==> src/core/tone_irq_regs.svh <==
/*
 * Register map, field positions, reset values and sizes of the
 * tone event interrupt block.
 * Assumes a 12-bit byte address on the plain register port.
 */
// Operation
// - bit 7 of the queue register at 410h reads high while an interrupt is pending, else low.
// - bits 6 and 5 of the queue register always read zero.
// - bits 4 to 0 of the queue register hold the binary number of the changed channel.
// - an interrupt is raised when a tone disable is detected on a channel and when released.
// - with the test bit high, any change written to a group tone control bit queues its channel.
// - with the test bit low, only real tone detector changes raise interrupts.
`ifndef TONE_IRQ_REGS_SVH
`define TONE_IRQ_REGS_SVH

`define ADDR_W            12
`define ADDR_QUEUE        12'h410
`define ADDR_SELFTEST     12'h411
`define ADDR_IRQ_STATUS   12'h412
`define ADDR_IRQ_MASK     12'h413

`define QUEUE_PEND_BIT    7
`define QUEUE_CHAN_MSB    4
`define SELFTEST_EN_BIT   0

`define STAT_QUEUED_BIT   0
`define STAT_OVFL_BIT     1
`define STAT_W            2

`define QUEUE_RESET       8'h00
`define SELFTEST_RESET    8'h00
`define IRQ_MASK_RESET    2'h1

`define NUM_CHANNELS      32
`define NUM_GROUPS        16
`define QUEUE_DEPTH       32

`endif

==> src/core/tone_irq_pkg.sv <==
/*
 * Types shared by the tone event interrupt block.
 * Assumes the constants header is included by each design file.
 */
package tone_irq_pkg;
    typedef logic [4:0] chan_t;
    typedef logic [7:0] byte_t;
    typedef enum logic [2:0] {
        SEL_NONE     = 3'b000,
        SEL_QUEUE    = 3'b001,
        SEL_SELFTEST = 3'b010,
        SEL_STATUS   = 3'b011,
        SEL_MASK     = 3'b100
    } reg_sel_t;
endpackage

==> src/core/chan_queue_fifo.sv <==
/*
 * Small FIFO of channel numbers, oldest entry shown at the head.
 * Assumes the caller never pops when empty and never pushes when full.
 */
`timescale 1ns/1ps
`include "tone_irq_regs.svh"
module chan_queue_fifo #(
    parameter int WIDTH = 5,
    parameter int DEPTH = `QUEUE_DEPTH
) (
    input  wire logic                       clk,
    input  wire logic                       nrst,
    input  wire logic                       push,
    input  wire logic [WIDTH-1:0]           push_data,
    input  wire logic                       pop,
    output logic                            full,
    output logic                            empty,
    output logic [WIDTH-1:0]                head
);
    localparam int PW = (DEPTH > 1) ? $clog2(DEPTH) : 1;
    localparam int CW = $clog2(DEPTH + 1);

    logic [WIDTH-1:0] mem_q [DEPTH];
    logic [PW-1:0]    wr_ptr_q;
    logic [PW-1:0]    rd_ptr_q;
    logic [CW-1:0]    count_q;
    wire              do_push = push && !full;
    wire              do_pop  = pop && !empty;
    wire [PW-1:0]     last    = PW'(DEPTH - 1);

    assign full  = (count_q == CW'(DEPTH));
    assign empty = (count_q == '0);
    assign head  = mem_q[rd_ptr_q];

    always_ff @(posedge clk) begin
        if (do_push) begin
            mem_q[wr_ptr_q] <= push_data;
        end
    end

    // each pop retires the oldest entry
    always_ff @(posedge clk or negedge nrst) begin
        if (!nrst) begin
            wr_ptr_q <= '0;
            rd_ptr_q <= '0;
            count_q  <= '0;
        end else begin
            if (do_push) begin
                wr_ptr_q <= (wr_ptr_q == last) ? '0 : wr_ptr_q + 1'b1;
            end
            if (do_pop) begin
                rd_ptr_q <= (rd_ptr_q == last) ? '0 : rd_ptr_q + 1'b1;
            end
            count_q <= count_q + CW'(do_push) - CW'(do_pop);
        end
    end

    property p_pop_shrinks;
        @(posedge clk) disable iff (!nrst)
        (do_pop && !do_push) |=> (count_q == $past(count_q) - 1'b1);
    endproperty
    a_pop_shrinks: assert property (p_pop_shrinks)
        else $error("queue did not shrink on read");
endmodule

==> src/core/tone_change_detect.sv <==
/*
 * Catches tone disable state changes per channel and, in self-test
 * mode, changes of the per-group tone control bits; keeps a sticky
 * pending bit per channel and offers the lowest one to the queue.
 * Assumes group g owns channel 2g (side a) and 2g+1 (side b).
 */
`timescale 1ns/1ps
`include "tone_irq_regs.svh"
module tone_change_detect #(
    parameter int CHANNELS = `NUM_CHANNELS,
    parameter int GROUPS   = `NUM_GROUPS
) (
    input  wire logic                   clk,
    input  wire logic                   nrst,
    input  wire logic                   test_en,
    input  wire logic [CHANNELS-1:0]    tone_disable,
    input  wire logic [GROUPS-1:0]      group_tone_ctrl_a,
    input  wire logic [GROUPS-1:0]      group_tone_ctrl_b,
    input  wire logic                   take,
    output logic                        evt_valid,
    output tone_irq_pkg::chan_t         evt_chan
);
    logic [CHANNELS-1:0] tone_q;
    logic [GROUPS-1:0]   ctrl_a_q;
    logic [GROUPS-1:0]   ctrl_b_q;
    logic [CHANNELS-1:0] pend_q;
    logic [CHANNELS-1:0] ctrl_evt;
    logic [CHANNELS-1:0] grant;
    wire  [CHANNELS-1:0] tone_evt = tone_disable ^ tone_q;
    wire  [CHANNELS-1:0] new_evt  = tone_evt | (test_en ? ctrl_evt : '0);

    function automatic tone_irq_pkg::chan_t lowest(input logic [CHANNELS-1:0] v);
        tone_irq_pkg::chan_t idx;
        idx = '0;
        for (int i = CHANNELS - 1; i >= 0; i--) begin
            if (v[i]) begin
                idx = tone_irq_pkg::chan_t'(i);
            end
        end
        return idx;
    endfunction

    // side a control edges map to channel 2g, side b edges to channel 2g+1
    for (genvar g = 0; g < GROUPS; g++) begin : g_map
        assign ctrl_evt[2*g]   = group_tone_ctrl_a[g] ^ ctrl_a_q[g];
        assign ctrl_evt[2*g+1] = group_tone_ctrl_b[g] ^ ctrl_b_q[g];
    end

    assign evt_valid = |pend_q;
    assign evt_chan  = lowest(pend_q);
    assign grant     = (take && evt_valid) ? (CHANNELS'(1) << evt_chan) : '0;

    // set wins over grant so a change in the hand-off cycle is kept
    always_ff @(posedge clk or negedge nrst) begin
        if (!nrst) begin
            tone_q   <= '0;
            ctrl_a_q <= '0;
            ctrl_b_q <= '0;
            pend_q   <= '0;
        end else begin
            tone_q   <= tone_disable;
            ctrl_a_q <= group_tone_ctrl_a;
            ctrl_b_q <= group_tone_ctrl_b;
            pend_q   <= (pend_q & ~grant) | new_evt;
        end
    end

    property p_tone_edge_pends;
        @(posedge clk) disable iff (!nrst)
        (tone_evt != '0) |=> ((pend_q & $past(tone_evt)) == $past(tone_evt));
    endproperty
    a_tone_edge_pends: assert property (p_tone_edge_pends)
        else $error("tone change not marked pending");

    property p_test_ctrl_pends;
        @(posedge clk) disable iff (!nrst)
        (test_en && ctrl_evt != '0) |=> ((pend_q & $past(ctrl_evt)) == $past(ctrl_evt));
    endproperty
    a_test_ctrl_pends: assert property (p_test_ctrl_pends)
        else $error("test mode control change not marked pending");

    property p_normal_only_real;
        @(posedge clk) disable iff (!nrst)
        (!test_en && tone_evt == '0) |=> ((pend_q & ~$past(pend_q)) == '0);
    endproperty
    a_normal_only_real: assert property (p_normal_only_real)
        else $error("event raised without a tone change");
endmodule

==> src/core/tone_event_interrupt_fifo.sv <==
/*
 * Tone event interrupt block: queues the numbers of channels whose
 * tone disable state changed, presents them in the read-only queue
 * register, holds the self-test control, and drives one level irq
 * from sticky status bits under a mask.
 * Assumes a host that issues one-cycle read or write strobes, never
 * both at once, and takes read data in the cycle after the strobe.
 */
`timescale 1ns/1ps
`include "tone_irq_regs.svh"
module tone_event_interrupt_fifo #(
    parameter int CHANNELS = `NUM_CHANNELS,
    parameter int GROUPS   = `NUM_GROUPS,
    parameter int DEPTH    = `QUEUE_DEPTH
) (
    input  wire logic                   clk,
    input  wire logic                   nrst,
    input  wire logic [`ADDR_W-1:0]     addr,
    input  wire logic [7:0]             wdata,
    input  wire logic                   wr,
    input  wire logic                   rd,
    output logic [7:0]                  rdata,
    input  wire logic [CHANNELS-1:0]    tone_disable,
    input  wire logic [GROUPS-1:0]      group_tone_ctrl_a,
    input  wire logic [GROUPS-1:0]      group_tone_ctrl_b,
    output logic                        test_mode,
    output logic                        irq_pending,
    output logic                        irq
);
    localparam logic [`STAT_W-1:0] MASK_RESET = `IRQ_MASK_RESET;

    tone_irq_pkg::reg_sel_t sel;
    tone_irq_pkg::chan_t    evt_chan;
    tone_irq_pkg::chan_t    q_head;
    tone_irq_pkg::byte_t    queue_word;
    tone_irq_pkg::byte_t    rd_word;

    logic                   test_q;
    logic [`STAT_W-1:0]     status_q;
    logic [`STAT_W-1:0]     status_d;
    logic [`STAT_W-1:0]     mask_q;
    logic [7:0]             rdata_q;
    logic                   evt_valid;
    logic                   q_full;
    logic                   q_empty;
    logic                   q_push;
    logic                   q_pop;
    logic                   ovfl_evt;
    logic [`STAT_W-1:0]     set_bits;
    logic [`STAT_W-1:0]     clr_bits;

    // address decode
    assign sel = (addr == `ADDR_QUEUE)      ? tone_irq_pkg::SEL_QUEUE    :
                 (addr == `ADDR_SELFTEST)   ? tone_irq_pkg::SEL_SELFTEST :
                 (addr == `ADDR_IRQ_STATUS) ? tone_irq_pkg::SEL_STATUS   :
                 (addr == `ADDR_IRQ_MASK)   ? tone_irq_pkg::SEL_MASK     :
                                              tone_irq_pkg::SEL_NONE;

    wire wr_selftest = wr && (sel == tone_irq_pkg::SEL_SELFTEST);
    wire wr_status   = wr && (sel == tone_irq_pkg::SEL_STATUS);
    wire wr_mask     = wr && (sel == tone_irq_pkg::SEL_MASK);
    wire rd_queue    = rd && (sel == tone_irq_pkg::SEL_QUEUE);

    // change detection and per-channel pending bits
    tone_change_detect #(
        .CHANNELS (CHANNELS),
        .GROUPS   (GROUPS)
    ) u_detect (
        .clk               (clk),
        .nrst              (nrst),
        .test_en           (test_q),
        .tone_disable      (tone_disable),
        .group_tone_ctrl_a (group_tone_ctrl_a),
        .group_tone_ctrl_b (group_tone_ctrl_b),
        .take              (q_push),
        .evt_valid         (evt_valid),
        .evt_chan          (evt_chan)
    );

    // a full queue holds events back in the pending bits instead of
    // losing them; overflow only flags that back-pressure happened
    assign q_push   = evt_valid && !q_full;
    assign ovfl_evt = evt_valid && q_full;

    // a read of the queue retires the oldest entry
    assign q_pop = rd_queue && !q_empty;

    chan_queue_fifo #(
        .WIDTH (5),
        .DEPTH (DEPTH)
    ) u_queue (
        .clk       (clk),
        .nrst      (nrst),
        .push      (q_push),
        .push_data (evt_chan),
        .pop       (q_pop),
        .full      (q_full),
        .empty     (q_empty),
        .head      (q_head)
    );

    // queue word: pending flag, two zero bits, channel number
    // an empty queue reads all zero, never a stale head
    assign queue_word = q_empty ? 8'h00 : {1'b1, 2'b00, q_head};

    assign rd_word = (sel == tone_irq_pkg::SEL_QUEUE)    ? queue_word               :
                     (sel == tone_irq_pkg::SEL_SELFTEST) ? {7'h00, test_q}          :
                     (sel == tone_irq_pkg::SEL_STATUS)   ? {6'h00, status_q}        :
                     (sel == tone_irq_pkg::SEL_MASK)     ? {6'h00, mask_q}          :
                                                           8'h00;

    // read data stand only in the cycle after the strobe
    always_ff @(posedge clk or negedge nrst) begin
        if (!nrst) begin
            rdata_q <= `QUEUE_RESET;
        end else begin
            rdata_q <= rd ? rd_word : 8'h00;
        end
    end
    assign rdata = rdata_q;

    // self-test control; reserved bits are not stored and read zero
    always_ff @(posedge clk or negedge nrst) begin
        if (!nrst) begin
            test_q <= 1'(`SELFTEST_RESET);
        end else if (wr_selftest) begin
            test_q <= wdata[`SELFTEST_EN_BIT];
        end
    end
    assign test_mode = test_q;

    // sticky status, write one to clear; a set in the clear cycle wins
    assign set_bits = {ovfl_evt, q_push};
    assign clr_bits = wr_status ? wdata[`STAT_W-1:0] : '0;
    assign status_d = (status_q & ~clr_bits) | set_bits;

    always_ff @(posedge clk or negedge nrst) begin
        if (!nrst) begin
            status_q <= '0;
            mask_q   <= MASK_RESET;
        end else begin
            status_q <= status_d;
            if (wr_mask) begin
                mask_q <= wdata[`STAT_W-1:0];
            end
        end
    end

    assign irq         = |(status_q & mask_q);
    assign irq_pending = !q_empty;

    // checks

    property p_pending_bit;
        @(posedge clk) disable iff (!nrst)
        rd_queue |=> (rdata[`QUEUE_PEND_BIT] == !$past(q_empty));
    endproperty
    a_pending_bit: assert property (p_pending_bit)
        else $error("queue pending bit disagrees with queue state");

    property p_unused_zero;
        @(posedge clk) disable iff (!nrst)
        rd_queue |=> (rdata[6:5] == 2'b00);
    endproperty
    a_unused_zero: assert property (p_unused_zero)
        else $error("unused queue bits read nonzero");

    property p_chan_number;
        @(posedge clk) disable iff (!nrst)
        (rd_queue && !q_empty) |=> (rdata[`QUEUE_CHAN_MSB:0] == $past(q_head));
    endproperty
    a_chan_number: assert property (p_chan_number)
        else $error("queue read returned the wrong channel");

    property p_event_queued;
        @(posedge clk) disable iff (!nrst)
        (evt_valid && !q_full && !q_pop) |=> !q_empty ##0 status_q[`STAT_QUEUED_BIT];
    endproperty
    a_event_queued: assert property (p_event_queued)
        else $error("pending event was not queued");

    property p_reset_zero;
        @(posedge clk) disable iff (!nrst)
        $rose(nrst) |-> (rdata == 8'h00 && test_q == 1'b0);
    endproperty
    a_reset_zero: assert property (p_reset_zero)
        else $error("registers not zero after reset");

    property p_last_read_clears;
        @(posedge clk) disable iff (!nrst)
        (q_pop && !q_push && !evt_valid && $past(q_empty) == 1'b0 && u_queue.count_q == 1)
            |=> (irq_pending == 1'b0);
    endproperty
    a_last_read_clears: assert property (p_last_read_clears)
        else $error("pending stayed high after the last entry was read");

    property p_test_bit_write;
        @(posedge clk) disable iff (!nrst)
        wr_selftest |=> (test_mode == $past(wdata[0]));
    endproperty
    a_test_bit_write: assert property (p_test_bit_write)
        else $error("test bit did not take the written value");

    property p_irq_level;
        @(posedge clk) disable iff (!nrst)
        (status_q[`STAT_QUEUED_BIT] && mask_q[`STAT_QUEUED_BIT]) |-> irq;
    endproperty
    a_irq_level: assert property (p_irq_level)
        else $error("irq low with an unmasked status bit set");

    // queue word and pending output
    property p_word_pend;
        @(posedge clk) disable iff (!nrst)
        queue_word[`QUEUE_PEND_BIT] == irq_pending;
    endproperty
    a_word_pend: assert property (p_word_pend)
        else $error("pending bit and output differ");

    property p_word_unused;
        @(posedge clk) disable iff (!nrst)
        queue_word[6:5] == 2'b00;
    endproperty
    a_word_unused: assert property (p_word_unused)
        else $error("unused queue bits set");

    property p_pending_rises;
        @(posedge clk) disable iff (!nrst)
        q_push |=> irq_pending;
    endproperty
    a_pending_rises: assert property (p_pending_rises)
        else $error("pending low after a push");

    // first edge after release: nothing may be set yet
    property p_reset_quiet;
        @(posedge clk) disable iff (!nrst)
        $rose(nrst) |-> (!irq && !irq_pending && status_q == '0);
    endproperty
    a_reset_quiet: assert property (p_reset_quiet)
        else $error("flags set at reset release");

    // register read-back
    // idle read data are zero so a late sample never sees a stale word
    property p_rdata_idle;
        @(posedge clk) disable iff (!nrst)
        !rd |=> (rdata == 8'h00);
    endproperty
    a_rdata_idle: assert property (p_rdata_idle)
        else $error("read data without a read");

    property p_selftest_read;
        @(posedge clk) disable iff (!nrst)
        (rd && sel == tone_irq_pkg::SEL_SELFTEST) |=> (rdata == {7'h00, $past(test_q)});
    endproperty
    a_selftest_read: assert property (p_selftest_read)
        else $error("self-test read wrong");

    property p_status_read;
        @(posedge clk) disable iff (!nrst)
        (rd && sel == tone_irq_pkg::SEL_STATUS) |=> (rdata == {6'h00, $past(status_q)});
    endproperty
    a_status_read: assert property (p_status_read)
        else $error("status read wrong");

    property p_mask_read;
        @(posedge clk) disable iff (!nrst)
        (rd && sel == tone_irq_pkg::SEL_MASK) |=> (rdata == {6'h00, $past(mask_q)});
    endproperty
    a_mask_read: assert property (p_mask_read)
        else $error("mask read wrong");

    property p_unmapped_read;
        @(posedge clk) disable iff (!nrst)
        (rd && sel == tone_irq_pkg::SEL_NONE) |=> (rdata == 8'h00);
    endproperty
    a_unmapped_read: assert property (p_unmapped_read)
        else $error("unmapped read nonzero");

    // writes to the read-only queue must not disturb it
    property p_queue_wr_ignored;
        @(posedge clk) disable iff (!nrst)
        (wr && !rd && sel == tone_irq_pkg::SEL_QUEUE && !q_push)
            |=> (u_queue.count_q == $past(u_queue.count_q));
    endproperty
    a_queue_wr_ignored: assert property (p_queue_wr_ignored)
        else $error("queue write changed the queue");

    // status, mask and self-test bit
    // a held-back event must stay pending, or it would be lost
    property p_full_holds_back;
        @(posedge clk) disable iff (!nrst)
        (ovfl_evt && !q_pop) |=> (evt_valid && status_q[`STAT_OVFL_BIT]);
    endproperty
    a_full_holds_back: assert property (p_full_holds_back)
        else $error("held-back event lost");

    property p_w1c;
        @(posedge clk) disable iff (!nrst)
        (wr_status && set_bits == '0) |=> ((status_q & $past(wdata[`STAT_W-1:0])) == '0);
    endproperty
    a_w1c: assert property (p_w1c)
        else $error("status bit not cleared");

    property p_set_wins;
        @(posedge clk) disable iff (!nrst)
        (wr_status && q_push) |=> status_q[`STAT_QUEUED_BIT];
    endproperty
    a_set_wins: assert property (p_set_wins)
        else $error("clear beat a set");

    property p_mask_write;
        @(posedge clk) disable iff (!nrst)
        wr_mask |=> (mask_q == $past(wdata[`STAT_W-1:0]));
    endproperty
    a_mask_write: assert property (p_mask_write)
        else $error("mask not written");

    property p_test_hold;
        @(posedge clk) disable iff (!nrst)
        !wr_selftest |=> (test_q == $past(test_q));
    endproperty
    a_test_hold: assert property (p_test_hold)
        else $error("test bit changed without a write");

    // queue order
    // a push behind the head must never replace the oldest entry
    property p_head_kept;
        @(posedge clk) disable iff (!nrst)
        (!q_pop && !q_empty) |=> (q_head == $past(q_head));
    endproperty
    a_head_kept: assert property (p_head_kept)
        else $error("head moved without a read");

    c_tone_event: cover property (@(posedge clk) disable iff (!nrst)
        (tone_disable != u_detect.tone_q) ##[1:4] q_push);
    c_test_event: cover property (@(posedge clk) disable iff (!nrst)
        test_q && (group_tone_ctrl_a != u_detect.ctrl_a_q) ##[1:4] q_push);
    c_drain: cover property (@(posedge clk) disable iff (!nrst)
        q_pop ##1 q_empty);
    c_full: cover property (@(posedge clk) disable iff (!nrst) ovfl_evt);
    c_status_clear: cover property (@(posedge clk) disable iff (!nrst)
        wr_status ##1 !irq);
endmodule

==> config.mk <==
export PLATFORM = sky130hd
export DESIGN_NAME = tone_event_interrupt_fifo
export DESIGN_NICKNAME = d
export VERILOG_FILES = /design/src/core/tone_irq_pkg.sv /design/src/core/chan_queue_fifo.sv /design/src/core/tone_change_detect.sv /design/src/core/tone_event_interrupt_fifo.sv
export VERILOG_INCLUDE_DIRS = /design/src /design/src/core
export SDC_FILE = /design/constraint.sdc
export NUM_CORES = 1
export LEC_CHECK = 0
export ABC_CLOCK_PERIOD_IN_PS = 3800
export BUFFER_PORTS_ARGS = -buffer_cell sky130_fd_sc_hd__buf_2
export CAP_MARGIN = 10
export CORE_MARGIN = 5
export CORE_UTILIZATION = 45
export DETAILED_ROUTE_END_ITERATION = 10
export SKIP_LAST_GASP = 1
export SLEW_MARGIN = 20
export SYNTH_ARGS = -nofsm -noshare
export SYNTH_HDL_FRONTEND = slang
export SYNTH_SLANG_ARGS = --single-unit
==> constraint.sdc <==
create_clock -name clk -period 3.8 [get_ports clk]
set_clock_uncertainty 0.2 [all_clocks]
set_input_delay 0.38 -clock clk [delete_from_list [all_inputs] [get_ports clk]]
set_output_delay 0.38 -clock clk [all_outputs]
set_load 0.05 [all_outputs]
==> run metrics <==
Die X 173 um; hold endpoint mask_q[1]; DRC viols 0; ANT nets after route 0; Final GP Congestion 0.797; register bit count reported by yosys 283; GRT Overall Usage 0.177; CP startpoint u_detect.pend_q[15]; Worst Hold Class in -> reg; CTS Buffer Depth 3; Cell Rows 59; register area share after synthesis 0.661; status finished clean; synth top area cells edfxtp_1, dfrtp_1, mux4_2, xor2_1, mux2i_1; fin cells 1,348; final instance area 0.0145 mm2; clock latency on the worst-skew pair 0.54 ns; number of synthesized flops with an enable pin 160; unrepaired setup endpoints after global routing no; Critical Path AT 3.49 ns; Final Max Slew Viols 0; grt ovf 0; Routed WL 26.8 mm; FMAX 310 MHz; Slew @ Worst Pin 0.885 ns; most frequent cells in the layout edfxtp_1, dfrtp_1, buf_2; Antenna diodes 0; Finished Core Util 0.558; total clock buffers created by CTS 29; vias 7,376; clock transition at the registers of the reported paths 0.06 ns; top_reg_cell synth edfxtp_1; Hold Path Depth 3; Slew headroom 0.410; r2r endpoint u_queue.count_q[5]; Cell variety after synth 72; Vias/cell 5.47; cts repair resizes 0; Ys Warns 0; antenna violations before repair 0; global-route wire length before repair 42.6 mm; vias in the first global route 7,559; drt wl/cell 19.9 um; Initial DRT Pass Iterations 5; mean post-synth cell area 14.7 um2; DP Cell Count 1,227; core area 0.0261 mm2; Root Buffer clkbuf_16; Static Leak 5.47 nW; WHS 0.0668 ns; Die Ht 173 um; reg-to-reg startpoint u_detect.pend_q[15]; synthesized instance count 810; R2R Setup Slk 0.57 ns; Final Hold Vio Count 0; Sink Count 283; Area Overhead vs Synth 21.8%; share of layout cells above drive strength 1 0.217; H-Tree Depth 1; mapped cell area 0.0119 mm2; CP max FO 9; endpoints failing setup 0; Setup Buffers After CTS 0; commonest non-fill, non-tap cell in the layout edfxtp_1; largest net degree at the start of global routing 65; placed cell areas 0.0128 mm2; worst vdd ir 0.000391 V; Yosys top cell area share 0.403; Final Cycle Share 0.849; Max Cap Violations 0; pwr dens 539 mW/mm2; R2R depth 11; drt initial violations 627; Fin Setup TNS 0 ns; CTS tree built; Required @ worst endpoint 4.07 ns; die area 0.0299 mm2; asr flop ratio synth 0.435; Starting Density 0.458; Top Ports 99; Setup Crit Path Kind reg -> reg; I/O Buffers 90; Worst Setup Start Kind flip-flop; Final #Nets 1,095; min Tclk post-route 3.23 ns; CP Capture Type flip-flop; cell taking the most area after synthesis edfxtp_1; dpl hpwl 17.4 mm; fill count 2,074; Worst Hold Launch wr
[cells in the mapped netlist (3+ instances only)]
cell        n
buf_6       4
o21ai_1     6
a21o_1      4
o21a_1      4
a31oi_1     4
a221o_1    10
edfxtp_1  160
o41ai_1     9
clkbuf_1   13
nand4_1     8
mux2_2      5
xnor2_1     3
nand3_1     3
nand3b_1    3
nand2b_1    5
or3_1       3
buf_4       5
a41oi_1     5
inv_1      21
nor2_1     59
nor4_1     11
a21oi_1    31
nor3_1      9
ha_1       16
o21ai_0     9
a221oi_1   18
nor2b_1    12
inv_2       4
mux2i_1    30
or4_1       3
and3_1      3
nand2_1    49
o31ai_1     6
o22ai_1     5
dfrtp_1   122
and2_1      7
mux4_2     28
xor2_1     65
buf_2       5
nor3b_1     4
[metrics by stage]
stage	power (mW)	worst slack, ns
2_1_floorplan	4.38	0.674
3_3_place_gp	4.74	0.477
3_5_place_dp	4.76	0.447
4_1_cts	7.91	0.571
5_1_grt	8.20	0.375
6_report	7.84	0.575
[area by class of cell]
cell class | count | area, um2 | share of cell area
flip-flops and latches | 283 | 7890 | 0.543
well taps | 335 | 419 | 0.0288
clock buffers | 32 | 757 | 0.0521
repair buffers | 178 | 1290 | 0.0890
inverters | 25 | 93.8 | 0.00646
clock inverters | 22 | 299 | 0.0206
multi-input cells | 473 | 3780 | 0.260
[report_power, final]
part	leakage, nW	switching (mW)	total [mW]	internal (mW)
clock	0.520	1.16	3.08	1.91
combinational	2.09	0.642	1.04	0.398
sequential	2.85	0.163	3.72	3.56
total	5.47	1.97	7.84	5.87
[worst max path at each step]
stage / endpoint / slack (ns) / cells after the start
2_1_floorplan: u_queue.count_q[4] / 0.67 / 17
3_3_place_gp: u_queue.count_q[4] / 0.48 / 15
3_5_place_dp: u_queue.count_q[4] / 0.45 / 15
4_1_cts: u_queue.count_q[5] / 0.57 / 11
5_1_grt: u_queue.count_q[5] / 0.37 / 11
6_report: u_queue.count_q[5] / 0.57 / 11
[registers in the layout, summed over array words and instances, names as in the netlist]
register           flops
rdata                  6
u_queue.count_q        6
mask_q                 2
u_detect.ctrl_a_q     16
u_detect.ctrl_b_q     16
u_queue.rd_ptr_q       5
u_detect.pend_q       32
u_queue.wr_ptr_q       5
u_detect.tone_q       32
test_mode              1
u_queue.mem_q        160
status_q               2
[per-layer routing]
metal | track usage | up-vias | wire length (um) | share of wire
met2 | 0.286 | 234 | 12800 | 0.48
met1 | 0.252 | 3677 | 11700 | 0.43
li1 | - | 3433 | - | -
met4 | 0.0373 | 0 | 483 | 0.018
met3 | 0.0345 | 32 | 1850 | 0.069
met5 | 0 | - | 0 | 0
[cell families (layout without fill, tap and decap cells)]
kind of cell	Yosys count	after routing	share of synthesized area
compound gates	133	133	0.0835
xor+xnor	68	68	0.0499
fa+ha+maj	17	17	0.0185
buf+inv	55	257	0.0239
flops	283	283	0.661
mux	64	64	0.0840
other cells	1	2	0.000314
simple gates	189	189	0.0790
[timing repair]
item                                    4_1_cts  5_1_grt
endpoints found under the setup margin        0        0
hold buffers                                 67        0
endpoints found under the hold margin       138        0
[critical path: stages, from the launching register on]
cell,delay [ns]
dfrtp_1,0.44
nor4_1,0.54
nand4_1,0.34
nor3_2,0.33
or2_2,0.21
inv_2,0.09
ha_1,0.22
a21o_1,0.15
a21oi_1,0.22
o21bai_1,0.09
a21oi_1,0.18
xor2_1,0.15
(Power assumes the default switching activity.)
